<file path="src/arw_defines.vh">
// Constants for the converter result formatting and window detect block.
// Assumes a 32-bit classic Wishbone bus, one register per aligned word.
//
// Notes on behaviour
// - Right-justified results put code bits 9:8 in high byte 1:0, rest low.
// - Right-justified high byte 7:2 sign-extend differential, zero otherwise.
// - Left-justified results fill high byte and low 7:6, low 5:0 are zero.
// - Code is 10-bit unsigned single-ended, 10-bit two's complement diff.
// - Every finished conversion is compared with both limit words.
// - A window hit sets the window flag and interrupts when unmasked.
// - The window flag stays readable so software can poll it.
// - Each limit word is two separately writable bytes, upper and lower.
// - Limit ordering selects flagging inside or outside the window.
// - The upper-limit high byte sits at index 0xC7 and resets to zero.
// - A conversion lasts 16 SAR clock periods before the result lands.
`ifndef ARW_DEFINES_VH
`define ARW_DEFINES_VH

// ----------------------------------------------------------------
// Register indices (byte address is four times the index)
// ----------------------------------------------------------------
`define ARW_IDX_RES_LO 8'hBE
`define ARW_IDX_RES_HI 8'hBF
`define ARW_IDX_STATUS 8'hC0
`define ARW_IDX_MASK 8'hC1
`define ARW_IDX_CFG 8'hC2
`define ARW_IDX_DIV 8'hC3
`define ARW_IDX_GT_LO 8'hC4
`define ARW_IDX_GT_HI 8'hC5
`define ARW_IDX_LT_LO 8'hC6
`define ARW_IDX_LT_HI 8'hC7
`define ARW_IDX_CTRL 8'hE8

// ----------------------------------------------------------------
// Field positions
// ----------------------------------------------------------------
`define ARW_CTRL_LJ 0
`define ARW_CTRL_WIN 1
`define ARW_CTRL_BUSY 4
`define ARW_CTRL_DONE 5
`define ARW_ST_DONE 0
`define ARW_ST_WIN 1
`define ARW_CFG_DIFF 0

// ----------------------------------------------------------------
// Reset values and timing
// ----------------------------------------------------------------
`define ARW_LIMIT_RST 8'h00
`define ARW_RES_RST 8'h00
`define ARW_DIV_RST 5'h1F
`define ARW_CONV_CLKS 16

`endif

</file>
<file path="src/arw_conv_timer.v">
// Conversion timer: divides the system clock into SAR clocks and
// counts one conversion. Assumes start is a one-cycle request.
`timescale 1ns/1ps
`default_nettype none
`include "arw_defines.vh"

module arw_conv_timer #(
  parameter DIV_W = 5,
  parameter CONV_CLKS = `ARW_CONV_CLKS
) (
  // Clock and reset
  input wire clk_i,
  input wire rst_i,
  // Control
  input wire start_i,
  input wire [DIV_W-1:0] div_i,
  // Status
  output wire busy_o,
  output reg done_o
);

  localparam [1:0] ST_IDLE = 2'b01;
  localparam [1:0] ST_CONV = 2'b10;
  // Count is cut to the 5-bit counter on purpose
  localparam [31:0] LAST_FULL = CONV_CLKS - 1;
  localparam [4:0] LAST = LAST_FULL[4:0];

  reg [1:0] state_q;
  reg [DIV_W-1:0] pre_q;
  reg [4:0] cnt_q;
  wire tick;

  // SAR clock period is div+1 system clocks
  assign tick = (pre_q == div_i);
  assign busy_o = state_q[1];

  always @(posedge clk_i) begin
    if (rst_i) begin
      state_q <= ST_IDLE;
      pre_q <= {DIV_W{1'b0}};
      cnt_q <= 5'h00;
      done_o <= 1'b0;
    end else begin
      done_o <= 1'b0;
      case (state_q)
        ST_IDLE: begin
          // Starts during a conversion are ignored, not queued
          if (start_i) begin
            state_q <= ST_CONV;
            pre_q <= {DIV_W{1'b0}};
            cnt_q <= 5'h00;
          end
        end
        ST_CONV: begin
          pre_q <= tick ? {DIV_W{1'b0}} : pre_q + 1'b1;
          if (tick) begin
            cnt_q <= cnt_q + 5'h01;
            if (cnt_q == LAST) begin
              state_q <= ST_IDLE;
              done_o <= 1'b1;
            end
          end
        end
        default: state_q <= ST_IDLE;
      endcase
    end
  end

endmodule // arw_conv_timer

`default_nettype wire

</file>
<file path="src/arw_fmt.v">
// Result justification and window comparison, purely combinational.
// Assumes the raw code is stable in the cycle a conversion completes.
`timescale 1ns/1ps
`default_nettype none

module arw_fmt (
  // Raw code and format
  input wire [9:0] code_i,
  input wire lj_i,
  input wire diff_i,
  // Limits
  input wire [15:0] gt_i,
  input wire [15:0] lt_i,
  // Results
  output reg [15:0] word_o,
  output wire match_o
);

  // Signed compare for differential words, unsigned otherwise
  function lt_f;
    input [15:0] a;
    input [15:0] b;
    input sgn;
    begin
      lt_f = sgn ? ($signed(a) < $signed(b)) : (a < b);
    end
  endfunction

  wire sign_ext;
  wire lt_above;
  wire below_lt;
  wire above_gt;

  // Differential codes are already two's complement from the SAR
  assign sign_ext = diff_i & code_i[9];

  always @* begin
    if (lj_i) begin
      word_o = {code_i, 6'h00};
    end else begin
      word_o = {{6{sign_ext}}, code_i};
    end
  end

  // Limits are read in the same justification and sign as the result
  assign lt_above = lt_f(gt_i, lt_i, diff_i);
  assign below_lt = lt_f(word_o, lt_i, diff_i);
  assign above_gt = lt_f(gt_i, word_o, diff_i);
  assign match_o = lt_above ? (below_lt & above_gt)
                            : (below_lt | above_gt);

endmodule // arw_fmt

`default_nettype wire

</file>
<file path="src/arw_top.v">
// Converter result formatting and window detect with a Wishbone slave.
// Assumes a classic Wishbone master and a SAR core presenting its raw
// 10-bit code on sar_code_i when the conversion time has elapsed.
//
// The Wishbone slave port was decided locally.
`timescale 1ns/1ps
`default_nettype none
`include "arw_defines.vh"

module arw_top #(
  parameter DIV_W = 5,
  parameter CONV_CLKS = `ARW_CONV_CLKS
) (
  // Clock and reset
  input wire clk_i,
  input wire rst_i,
  // Wishbone slave
  input wire cyc_i,
  input wire stb_i,
  input wire we_i,
  input wire [11:0] adr_i,
  input wire [3:0] sel_i,
  input wire [31:0] dat_i,
  output reg [31:0] dat_o,
  output reg ack_o,
  // SAR core
  input wire [9:0] sar_code_i,
  output wire sar_busy_o,
  // Interrupt
  output wire irq_o
);

  // ----------------------------------------------------------------
  // Declarations
  // ----------------------------------------------------------------
  reg lj_q;
  reg diff_q;
  reg [DIV_W-1:0] div_q;
  reg [1:0] status_q;
  reg [1:0] status_d;
  reg [1:0] mask_q;
  reg [7:0] res_hi_q;
  reg [7:0] res_lo_q;
  reg [7:0] gth_q;
  reg [7:0] gtl_q;
  reg [7:0] lth_q;
  reg [7:0] ltl_q;
  reg [31:0] rd_d;
  reg start_q;

  wire req;
  wire wr;
  wire [7:0] idx;
  wire [7:0] wd;
  wire busy;
  wire done;
  wire [15:0] word;
  wire match;
  wire [1:0] events;
  wire [1:0] clr;

  // ----------------------------------------------------------------
  // Address decode
  // ----------------------------------------------------------------
  function hit;
    input [7:0] a;
    input [7:0] b;
    begin
      hit = (a == b);
    end
  endfunction

  // Word index; the two low address bits are ignored
  assign idx = adr_i[9:2];
  assign req = cyc_i & stb_i & ~ack_o;
  // No register is wider than 8 bits, so only lane 0 carries writes
  assign wr = req & we_i & sel_i[0] & (adr_i[11:10] == 2'b00);
  assign wd = dat_i[7:0];

  // ----------------------------------------------------------------
  // Bus answer
  // ----------------------------------------------------------------
  // One wait-free cycle: ack the edge after the request is seen,
  // drop it the next cycle so back-to-back cycles see a gap
  always @(posedge clk_i) begin
    if (rst_i) begin
      ack_o <= 1'b0;
      dat_o <= 32'h0000_0000;
    end else begin
      ack_o <= req;
      if (req & ~we_i) begin
        dat_o <= rd_d;
      end
    end
  end

  always @* begin
    rd_d = 32'h0000_0000;
    if (adr_i[11:10] == 2'b00) begin
      case (idx)
        `ARW_IDX_RES_LO: rd_d[7:0] = res_lo_q;
        `ARW_IDX_RES_HI: rd_d[7:0] = res_hi_q;
        `ARW_IDX_STATUS: rd_d[1:0] = status_q;
        `ARW_IDX_MASK: rd_d[1:0] = mask_q;
        `ARW_IDX_CFG: rd_d[`ARW_CFG_DIFF] = diff_q;
        `ARW_IDX_DIV: rd_d[DIV_W-1:0] = div_q;
        `ARW_IDX_GT_LO: rd_d[7:0] = gtl_q;
        `ARW_IDX_GT_HI: rd_d[7:0] = gth_q;
        `ARW_IDX_LT_LO: rd_d[7:0] = ltl_q;
        `ARW_IDX_LT_HI: rd_d[7:0] = lth_q;
        `ARW_IDX_CTRL: begin
          rd_d[`ARW_CTRL_LJ] = lj_q;
          rd_d[`ARW_CTRL_WIN] = status_q[`ARW_ST_WIN];
          rd_d[`ARW_CTRL_BUSY] = busy;
          rd_d[`ARW_CTRL_DONE] = status_q[`ARW_ST_DONE];
        end
        default: rd_d = 32'h0000_0000;
      endcase
    end
  end

  // ----------------------------------------------------------------
  // Configuration and limit registers
  // ----------------------------------------------------------------
  always @(posedge clk_i) begin
    if (rst_i) begin
      lj_q <= 1'b0;
      diff_q <= 1'b0;
      div_q <= `ARW_DIV_RST;
      mask_q <= 2'b00;
      gth_q <= `ARW_LIMIT_RST;
      gtl_q <= `ARW_LIMIT_RST;
      lth_q <= `ARW_LIMIT_RST;
      ltl_q <= `ARW_LIMIT_RST;
      start_q <= 1'b0;
    end else begin
      start_q <= 1'b0;
      if (wr) begin
        if (hit(idx, `ARW_IDX_CTRL)) begin
          lj_q <= wd[`ARW_CTRL_LJ];
          start_q <= wd[`ARW_CTRL_BUSY];
        end
        if (hit(idx, `ARW_IDX_CFG)) begin
          diff_q <= wd[`ARW_CFG_DIFF];
        end
        if (hit(idx, `ARW_IDX_DIV)) begin
          div_q <= wd[DIV_W-1:0];
        end
        if (hit(idx, `ARW_IDX_MASK)) begin
          mask_q <= wd[1:0];
        end
        if (hit(idx, `ARW_IDX_GT_HI)) begin
          gth_q <= wd;
        end
        if (hit(idx, `ARW_IDX_GT_LO)) begin
          gtl_q <= wd;
        end
        if (hit(idx, `ARW_IDX_LT_HI)) begin
          lth_q <= wd;
        end
        if (hit(idx, `ARW_IDX_LT_LO)) begin
          ltl_q <= wd;
        end
      end
    end
  end

  // ----------------------------------------------------------------
  // Conversion timing
  // ----------------------------------------------------------------
  arw_conv_timer #(
    .DIV_W(DIV_W),
    .CONV_CLKS(CONV_CLKS)
  ) u_timer (
    .clk_i(clk_i),
    .rst_i(rst_i),
    .start_i(start_q),
    .div_i(div_q),
    .busy_o(busy),
    .done_o(done)
  );

  assign sar_busy_o = busy;

  // ----------------------------------------------------------------
  // Formatting and window compare
  // ----------------------------------------------------------------
  arw_fmt u_fmt (
    .code_i(sar_code_i),
    .lj_i(lj_q),
    .diff_i(diff_q),
    .gt_i({gth_q, gtl_q}),
    .lt_i({lth_q, ltl_q}),
    .word_o(word),
    .match_o(match)
  );

  // ----------------------------------------------------------------
  // Result registers
  // ----------------------------------------------------------------
  // A software write in the completing cycle loses to the new result
  always @(posedge clk_i) begin
    if (rst_i) begin
      res_hi_q <= `ARW_RES_RST;
      res_lo_q <= `ARW_RES_RST;
    end else if (done) begin
      res_hi_q <= word[15:8];
      res_lo_q <= word[7:0];
    end else if (wr) begin
      if (hit(idx, `ARW_IDX_RES_HI)) begin
        res_hi_q <= wd;
      end
      if (hit(idx, `ARW_IDX_RES_LO)) begin
        res_lo_q <= wd;
      end
    end
  end

  // ----------------------------------------------------------------
  // Event flags and interrupt
  // ----------------------------------------------------------------
  // Every completion is checked with no software step
  assign events[`ARW_ST_DONE] = done;
  assign events[`ARW_ST_WIN] = done & match;

  // Write one to clear; the control register may clear both flags too
  assign clr = (wr & hit(idx, `ARW_IDX_STATUS)) ? wd[1:0] :
               (wr & hit(idx, `ARW_IDX_CTRL)) ?
               ~{wd[`ARW_CTRL_WIN], wd[`ARW_CTRL_DONE]} : 2'b00;

  // Set beats clear so a hit in the clearing cycle is kept
  always @* begin
    status_d = (status_q & ~clr) | events;
  end

  always @(posedge clk_i) begin
    if (rst_i) begin
      status_q <= 2'b00;
    end else begin
      status_q <= status_d;
    end
  end

  assign irq_o = |(status_q & mask_q);

endmodule // arw_top

`default_nettype wire

</file>
<file path="config.mk">
export PLATFORM = sky130hd
export DESIGN_NAME = arw_top
export DESIGN_NICKNAME = d
export VERILOG_FILES = /design/src/arw_conv_timer.v /design/src/arw_fmt.v /design/src/arw_top.v
export VERILOG_INCLUDE_DIRS = /design/src
export SDC_FILE = /design/constraint.sdc
export NUM_CORES = 1
export LEC_CHECK = 0
export ABC_AREA = 1
export BUFFER_PORTS_ARGS = -buffer_cell sky130_fd_sc_hd__buf_2
export CAP_MARGIN = 20
export CELL_PAD_IN_SITES_DETAIL_PLACEMENT = 0
export CELL_PAD_IN_SITES_GLOBAL_PLACEMENT = 1
export CORE_MARGIN = 10
export CORE_UTILIZATION = 37
export CTS_BUF_LIST = sky130_fd_sc_hd__clkbuf_8 sky130_fd_sc_hd__clkbuf_16
export CTS_CLUSTER_SIZE = 25
export DETAILED_ROUTE_END_ITERATION = 16
export HOLD_SLACK_MARGIN = 0.15
export MAX_ROUTING_LAYER = met4
export PLACE_DENSITY_LB_ADDON = 0.1
export SLEW_MARGIN = 20
export SYNTH_ARGS = -nofsm -noshare
export SYNTH_HDL_FRONTEND = slang
export SYNTH_HIERARCHICAL = 1
export SYNTH_SLANG_ARGS = --single-unit
export TNS_END_PERCENT = 10
</file>
<file path="constraint.sdc">
create_clock -name clk_i -period 2.29 [get_ports clk_i]
set_clock_uncertainty 0.05 [all_clocks]
set_input_delay 0.1145 -clock clk_i [delete_from_list [all_inputs] [get_ports clk_i]]
set_output_delay 0.1145 -clock clk_i [all_outputs]
set_load 0.05 [all_outputs]
</file>
==> summary by stage, run 1 <==
Status
The flow ran to the end, and the final reports show no timing, DRC or antenna violations.

STA
The slack of the critical path is 31.2 ps. For the final routed database, the setup TNS stands at 0 ps. At the pin with the least slew margin, the transition time is 540 ps.

The number of slew-limit violations in the final report is 0. The final hold violation count is 0. The minimum period implied by the final worst setup slack is 2260 ps. The final period utilization is 98.6%. Static timing analysis puts the maximum clock frequency at 443 MHz. Measured against its own limit, the worst slew margin works out to 63.9%. Setup repair after global routing could not meet its margin everywhere. The final-report setup violation count is 0.

Floorplanning
The I/O pin total is 98. Once the floorplan was initialized, standard cells occupied 37.4% of the core. The die is 144 um tall. The die boundary width is 144 um. The core region area is 15100 um2. The floorplan step defined a die boundary enclosing 20600 um2.

The floorplan has 45 rows.

Global route
Global routing used 18.3% of the available tracks. The highest-utilization routing layer at the global route stage is met2. Global routing used 2.57% of the available met3 tracks.

The initial antenna violation count is 1. The number of global-route vias before repair is 5166. The global-route wire length before repair is 28.3 mm.

The fraction of met2 tracks used by global routing is 28.8%. The largest net degree at the start of global routing is 40. For this run, global-route usage on met1 was measured as 23.9%. The remaining global-route overflow is 0.

Yosys
The mean area per synthesized cell is 6.93 um2. The synthesized netlist occupies a cell area of 5640 um2. Summed over its instances, the top area cell type makes up 29.1% of the synthesized netlist area.

During synthesis, Yosys emitted a total of 6 warnings. Ranked by total cell area, the synthesized netlist is headed by dfxtp_1 (29%), nand2_1 (14%), ha_1 (11%), a21oi_1 (7.9%), inv_1 (5.3%). The largest total area in the synthesized netlist belongs to dfxtp_1. The number of enable-type register cells in the synthesized netlist is 0. The number of different library cells in the post-synthesis netlist is 45. After synthesis, the share of flip-flops with an asynchronous set or reset is 0%. The fraction of the yosys area taken by sequential cells is 29.1%.

The post-synthesis register bit count is 82. In the synthesized netlist, the number of instances is 814. The most used flip-flop cell after synthesis is dfxtp_1.

Power and ir drop
The design draws 3300 uW. Net switching is 26.6% of the power. In this run the power density over the cells is 489 nW/um2. The cell-internal power is 2420 uW. The clock share of power is 46.4%.

The relative contribution of sequential cells to total power is 43.2%. The analysis attributes to cell leakage a power of 0.00332 uW. Per report_power, the combinational group accounts for 10.4% of the total.

The switching component of the power is 879 uW. The peak supply drop is 0.000426 V.

Detailed routing
For this block, the initial DRC count from the detailed router was 387. The average routed wire per standard cell is 16.9 um. For this run, design rule violations remaining after detail routing come to 0. The number of nets still failing antenna checks after routing is 0. The number of vias per cell after detailed routing is 5.07. The total via count in the routed design is 5534. The first detailed-routing pass took 5 iterations. Wires add up to 18.5 mm.

Setup path
The endpoint of the lowest-slack register-to-register path is status_q[1]$_SDFF_PP0_. The required time at the endpoint of the critical path is 2460 ps. The critical path class is flop to flop. STA classifies the critical path startpoint as a flop. The depth of the most critical reg-to-reg path is 17. The maximum fanout along the worst path is 7. Tracing the worst setup path back leads to its startpoint at lj_q$_SDFFE_PP0N_. The reg-to-reg setup timing slack is 30 ps. The critical path ends at status_q[1]$_SDFF_PP0_. The capturing element type of the critical path is a flop. STA puts the critical path data arrival time at 2430 ps. In this run the critical register-to-register path is launched from lj_q$_SDFFE_PP0N_.

Clock tree
The root buffer cell is clkbuf_16. The number of clock sinks is 82. The clock insertion delay at the later pin of the skew report is 350 ps.

The total clock buffers created by CTS is 9. TritonCTS built the clock tree. The clock edge transition at the registers on the reported setup and hold paths is 60 ps. The CTS H-tree depth is 3.

The maximum buffer depth of the clock tree is 2.

Min path
The worst hold-check path type is input port to flop.

Final layout
The area used by sequential logic in the layout is 1650 um2. The filler cells instantiated in the layout total 1576. The area added between synthesis and finish is 19.5%. 0 antenna diodes ended up in the layout. The number of nets at the end of the flow is 1010.

The area of the multi-input gates is 3570 um2. Of the cells placed in the final design, the portion with a size suffix greater than 1 is 20.0%.

Placed design
The count of buffers inserted at the top-level ports is 44. Routability-driven placement finished with a final weighted congestion of 0.900. Once detailed placement completed, the half-perimeter wirelength came to 14.5 mm.

Prior to clock tree synthesis, the placed netlist has a worst setup slack of -91.6 ps.

Job
The tool flagged a number of max-cap violations equal to 0.
==> metal layers <==
layer	routed length [um]	part of all wire, %
met2	8640	47
met3	750	4.1
met5	0	0
met4	429	2.3
met1	8670	47
==> sequential cells by signal, indices dropped and copies added (netlist names), 8 cells and up <==
signal	count
dat_o	8
gth_q	8
gtl_q	8
lth_q	8
ltl_q	8
res_hi_q	8
res_lo_q	8
==> placed cells by master (no fill, tap or decap), types with 2 or more instances in the layout <==
master	count
nor2_1	52
o211ai_1	5
buf_2	44
a21oi_2	4
nor2_8	7
clkinvlp_4	3
a22oi_1	7
xor2_1	3
o21ai_4	3
clkbuf_16	9
clkinv_4	2
nor3_2	2
a31oi_1	10
o21ai_1	12
nand3b_1	2
a21oi_1	85
dlygate4sd3_1	12
nand2_1	208
o21ai_0	34
nor2_4	9
buf_4	32
nor2_2	10
ha_1	47
clkbuf_8	2
o21bai_1	2
o21ai_2	4
inv_2	16
buf_6	3
inv_1	74
conb_1	24
nand2_2	15
dfxtp_1	80
nand3_1	47
nor3_1	3
nand4_1	5
nand2_4	4
o21a_1	2
==> power groups by stage <==
stage / logic, uW / clock network [uW] / registers (uW)
after floorplan: 242 / 0 / 1460
after global placement: 311 / 0 / 1460
after detailed placement: 314 / 0 / 1460
after CTS: 332 / 1560 / 1430
after global routing: 374 / 1620 / 1420
final: 345 / 1530 / 1430
==> cell usage after synthesis (7+ instances only) <==
master      n
a21oi_1    89
a22oi_1     7
a31oi_1    10
buf_4      24
clkbuf_1   12
dfxtp_1    82
ha_1       48
inv_1      79
inv_2      12
nand2_1   211
nand2_2    12
nand3_1    47
nor2_1     55
nor2_2      7
nor2_4      9
nor2_8      7
o21ai_0    42
o21ai_1    11
==> worst min path at each step <==
stage | from | end | slack (ps) | depth (start not counted)
after floorplan | dat_i[6] | gth_q[6]$_SDFFE_PP0P_ | 260 | 2
after global placement | adr_i[10] | dat_o[5]$_SDFFE_PP0P_ | 400 | 4
after detailed placement | adr_i[10] | dat_o[5]$_SDFFE_PP0P_ | 400 | 4
after CTS | adr_i[11] | dat_o[2]$_SDFFE_PP0P_ | 160 | 6
after global routing | dat_i[1] | gth_q[1]$_SDFFE_PP0P_ | 190 | 3
final | adr_i[11] | dat_o[2]$_SDFFE_PP0P_ | 150 | 6
==> final cells by class <==
type | instances | area share [%]
sequential | 82 | 24.4
timing repair inverter | 1 | 0.111
clock inverter | 5 | 0.927
tap | 188 | 3.49
multi-input combinational | 621 | 52.9
clock buffer | 11 | 3.75
inverter | 93 | 5.32
timing repair buffer | 91 | 9.11
==> worst max-delay path, stage by stage, from the launching register on <==
cell,delay (ps)
dfxtp_4,370
buf_6,140
buf_6,120
a21oi_4,170
inv_1,60
ha_1,280
nand2_1,90
inv_2,30
o21bai_1,150
a21oi_2,80
nor2_2,120
nand2_1,60
nand2_1,50
nand2_1,60
o21ai_1,110
nand2_1,60
nand2_1,80
a21oi_2,50
==> kinds of logic (layout without fill, tap and decap cells) <==
group           Yosys count  count (layout)  share of synthesized area [%]
simple gates            371             371                           31.6
other cells               1              24                         0.0664
fa+ha+maj                48              48                           10.6
buf+inv                 134             201                           11.2
xor+xnor                  4               4                          0.621
flops                    82              82                           29.1
compound gates          174             174                           16.8
==> repair_timing <==
item,in CTS,in global routing
gates cloned,1,0
endpoints found under the setup margin,1,2
setup buffers,8,3
gates resized for setup,15,31
hold endpoints to repair,27,0
pin swaps,0,11
hold buffers,12,0
==> stage by stage <==
step | area (um2) | utilization [%] | cells | hold WS (ps)
final | 6750 | 44.7 | 1092 | 152
after global routing | 6750 | 44.7 | 1092 | 185
after CTS | 6620 | 43.9 | 1089 | 158
after detailed placement | 6090 | 40.4 | 1052 | 401
after global placement | 6090 | 40.4 | 1052 | 396
after floorplan | 5730 | - | 837 | 260
Note: power is estimated with default switching activity, not from simulation.
==> run 2, diff against run 1 <==
Settings changed: ABC_AREA 1 to unset, CORE_UTILIZATION 37 to 38.
==> run 2 against run 1 <==
  * The run now ends with negative setup slack left
  * First-iteration DRC count decreased by 11%
  * Wire length decreased by 7.6%
  * Non-clock buffer count increased by 33
  * Synthesized cell count decreased by 27%
  * Sequential cell count unchanged
  * Clock power increased by 4%
  * Total power increased by 1.5%
  * Die area decreased by 6.7%
  * Critical path depth decreased by 4
  * Synthesized area decreased by 5.3%
  * Combinational power decreased by 3%
  * Clock-buffer cell count unchanged
==> summary by stage, run 2 <==
Status
The flow ran to the end, but the final reports show violations. The final reports fail on negative setup slack.

Yosys
In the post-synthesis netlist, the biggest area contributors are dfxtp_1 (31%), mux2i_1 (13%), ha_1 (11%), nor2_1 (5.3%), buf_4 (3.4%). The post-synthesis register bit count is 82 (unchanged). The mux share of post-synthesis cell area came to 15.7% (+16 points). The number of warnings issued by yosys is 6 (unchanged). The total standard cell area after synthesis is 5340 um2 (-5.3%). The async set-or-reset flop fraction in the synthesized netlist is 0% (unchanged).

The commonest register cell after synthesis is dfxtp_1. The fraction of the yosys area taken by sequential cells came to 30.7% (+1.6 points). The mean area per synthesized cell is 8.94 um2 (+29%). The number of enable-type register cells in the synthesized netlist is 0 (unchanged). The fraction of synthesized cell area taken by the top area cell type came to 30.7% (+1.6 points). The xor and xnor fraction of the mapped netlist area is 1.29% (+0.67 points).

The simple-gate share of the synthesized area is 18.1% (-14 points). The number of instances in the synthesized netlist is 598 (-27%). The complex-gate fraction of the synthesized area is 14.5% (-2.2 points). The largest total area in the synthesized netlist belongs to dfxtp_1. The post-synthesis share of cell area spent on full adders, half adders and majority gates came to 11.4% (+0.79 points). Counting instances in the post-synthesis netlist gives the leading cell types as dfxtp_1 (82), nor2_1 (75), mux2i_1 (68). The number of different library cells in the post-synthesis netlist was 63 (+40%).

The main combinational cell family by area after synthesis is simple AND/OR/NAND/NOR gates. In the post-synthesis netlist, the cell with the most instances is dfxtp_1.

Detailed routing
The violation count after the first detailed-route iteration is 343 (-11%). The number of nets still failing antenna checks after routing is 0 (unchanged). The DRC violation count after routing came to 0 (unchanged). The total via count in the routed design came to 4729 (-15%). The number of vias per cell after detailed routing is 5.30 (+4.5%). The average routed wire per standard cell came to 19.1 um (+13%). The number of iterations in the first detailed-routing pass is 5 (unchanged).

The total detailed-routing wirelength is 17.1 mm (-7.6%).

Min path
For hold timing, the worst endpoint is gtl_q[0]$_SDFFE_PP0P_. In this run the most critical hold path is launched from dat_i[0]. The number of cells on the worst hold path is 3 (-3). The worst hold-check path type is input port to flop.

STA
The post-route setup TNS is -280 ps (-280 ps). The final hold violation count is 0 (unchanged). The highest attainable clock frequency is 389 MHz (-12%).

The number of slew-limit violations in the final report is 0 (unchanged). The slack of the critical path is -280 ps (-311 ps). The final-report setup violation count came to 1 (+1). The final period utilization came to 112% (+14 points). The relative slew slack is 57.9% (-6.0 points). The transition at the pin with the smallest max-transition slack came to 630 ps (+89.9 ps). Setup repair after global routing could not meet its margin everywhere. The minimum period implied by the final worst setup slack was 2570 ps (+311 ps).

Floorplanning
The I/O pin total is 98 (unchanged). The number of cell rows was 43 (-4.4%). The die boundary width came to 139 um (-3.4%). The area of the die is 19200 um2 (-6.7%). The effective utilization at floorplan is 38.6% (+1.2 points). The core region area was 13800 um2 (-8.4%).

The y dimension of the die was 139 um (-3.4%).

Power and ir drop
The relative contribution of sequential cells to total power came to 42.5% (-0.7 points). The peak supply drop is 0.000379 V (-11%). The cell-internal power is 2470 uW (+1.9%).

The combinational share of power came to 10.0% (-0.4 points). The clock share of power is 47.5% (+1.1 points). The switching component of the power was 884 uW (+0.50%). The switching part of the total power is 26.4% (-0.27 points).

The ratio of total power to cell area came to 499 nW/um2 (+1.9%). The standby leakage power is 0.00301 uW (-9.5%).

Clock tree
The total clock buffers created by CTS is 9 (unchanged). The clock insertion delay at the later pin of the skew report is 350 ps (about the same). The CTS H-tree depth is 3 (unchanged). In this run the clock root is driven by a clkbuf_16.

The number of clock sinks was 82 (unchanged). The maximum buffer depth of the clock tree came to 2 (unchanged). The clock edge transition at the registers on the reported setup and hold paths is 70 ps (about the same). TritonCTS built the clock tree.

Placed design
The half-perimeter wire length after placement was 13.3 mm (-8.2%). The final estimated routing congestion in global placement was 0.912 (+1.4%). The count of buffers inserted at the top-level ports is 44 (unchanged).

The pre-CTS worst setup slack is -320 ps (-229 ps).

Final layout
The library cell used most frequently in the layout, excluding fill and tap cells, is dfxtp_1. The ratio of cells with drive above 1 in the final layout is 25.4% (+5.4 points). The area added between synthesis and finish is 25.7%. The count of inserted antenna diode cells is 0 (unchanged).

The number of nets at the end of the flow came to 819 (-19%). Leaving out fill and tap cells, the most frequent cells in the layout are dfxtp_1 (80), nor2_1 (74), mux2i_1 (66), buf_4 (66), buf_2 (44).

Setup path
STA classifies the critical path endpoint as a flop. The required time at the endpoint of the critical path is 2470 ps (about the same). The maximum cell stage delay along the critical path is 380 ps (about the same). The maximum fanout along the worst path is 7 (unchanged). The signal on the critical path passes through or2_4, nand2_2, inv_2, ha_4, nand4_1, nor2_2, o311a_1, a2111oi_4, xnor2_1, o21ai_1, maj3_2, nand2_1, a21oi_1. The startpoint identified for the worst register-to-register timing path is lj_q$_SDFFE_PP0N_. The buffering stage count on the worst path with inverters included is 1 (-3).

STA classifies the critical path startpoint as a flop. The endpoint of the lowest-slack register-to-register path is status_q[1]$_SDFF_PP0_. The critical path is of the flop to flop type. The depth of the most critical reg-to-reg path is 13 (-4). The largest individual stage delay along the critical path comes from the cell dfxtp_4. The reg-to-reg setup timing slack is -280 ps (-310 ps). The cell family contributing the most delay on the critical path is simple AND/OR/NAND/NOR gates. The arrival time of the worst setup path is 2750 ps (+320 ps).

Global route
The number of global-route vias before repair was 4800 (-7.1%). The initial antenna violation count is 0 (-1). The remaining global-route overflow was 0 (unchanged). The global-route wire length before repair is 27.2 mm (-3.8%). The overall global routing resource usage is 18.1% (-0.20 points). The largest net degree at the start of global routing came to 37 (-7.5%).

Job
The max-capacitance violation count was 0 (unchanged).
-- run 2: kinds of logic (layout without fill, tap and decap cells) --
family          after synthesis  count (layout)
flops                        82              82
mux                          76              76
fa+ha+maj                    49              49
xor+xnor                      7               7
simple gates                182             182
compound gates              111             111
other cells                   1              24
buf+inv                      90             182
-- run 2: through the flow --
stage          hold slack [ps]  power [uW]  util, %  area, um2  std cells
2_1_floorplan              204        1690        -       5490        621
3_3_place_gp               363        1770     44.0       6090        856
3_5_place_dp               374        1770     44.0       6090        856
4_1_cts                    157        3380     48.2       6660        891
5_1_grt                    187        3480     48.6       6720        893
6_report                   175        3350     48.6       6720        893
-- run 2: what timing repair did --
action,4_1_cts,5_1_grt
gates resized for setup,16,7
setup buffers,8,2
setup endpoints to repair,1,1
hold buffers,11,0
endpoints found under the hold margin,42,0
pin swaps,15,12
-- run 2: power by group through the flow --
stage                     Combinational, uW  Clock [uW]  Sequential (uW)
after floorplan                         229           0             1460
after global placement                  310           0             1460
after detailed placement                311           0             1460
after CTS                               328        1630             1420
after global routing                    360        1690             1420
final                                   334        1590             1420
-- run 2: how the worst max path moves through the flow --
stage | start | endpoint | slack, ps | cells after the start
2_1_floorplan | lj_q$_SDFFE_PP0N_ | status_q[1]$_SDFF_PP0_ | -160 | 12
3_3_place_gp | lj_q$_SDFFE_PP0N_ | status_q[1]$_SDFF_PP0_ | -250 | 13
3_5_place_dp | lj_q$_SDFFE_PP0N_ | status_q[1]$_SDFF_PP0_ | -320 | 13
4_1_cts | diff_q$_SDFFE_PP0P_ | status_q[1]$_SDFF_PP0_ | -270 | 14
5_1_grt | lj_q$_SDFFE_PP0N_ | status_q[1]$_SDFF_PP0_ | -370 | 16
6_report | lj_q$_SDFFE_PP0N_ | status_q[1]$_SDFF_PP0_ | -280 | 13
-- run 2: tightest hold or removal path: stages --
cell     delay, ps
buf_2          210
mux2i_1        160
nor2_1          50
-- run 2: area by class of cell --
type,count,area [um2]
fill,1338,7110
sequential,82,1650
clock inverter,5,58.8
inverter,42,158
multi-input combinational,449,3500
clock buffer,11,264
timing repair buffer,124,860
tap,180,225
-- run 2: metal layers --
metal | wire length (um) | vias to the layer above | global-route usage [%]
li1 | - | 2326 | -
met1 | 7830 | 2267 | 22.5
met2 | 8140 | 120 | 29.2
met3 | 893 | 16 | 3.87
met4 | 217 | 0 | 4.66
met5 | 0 | - | -
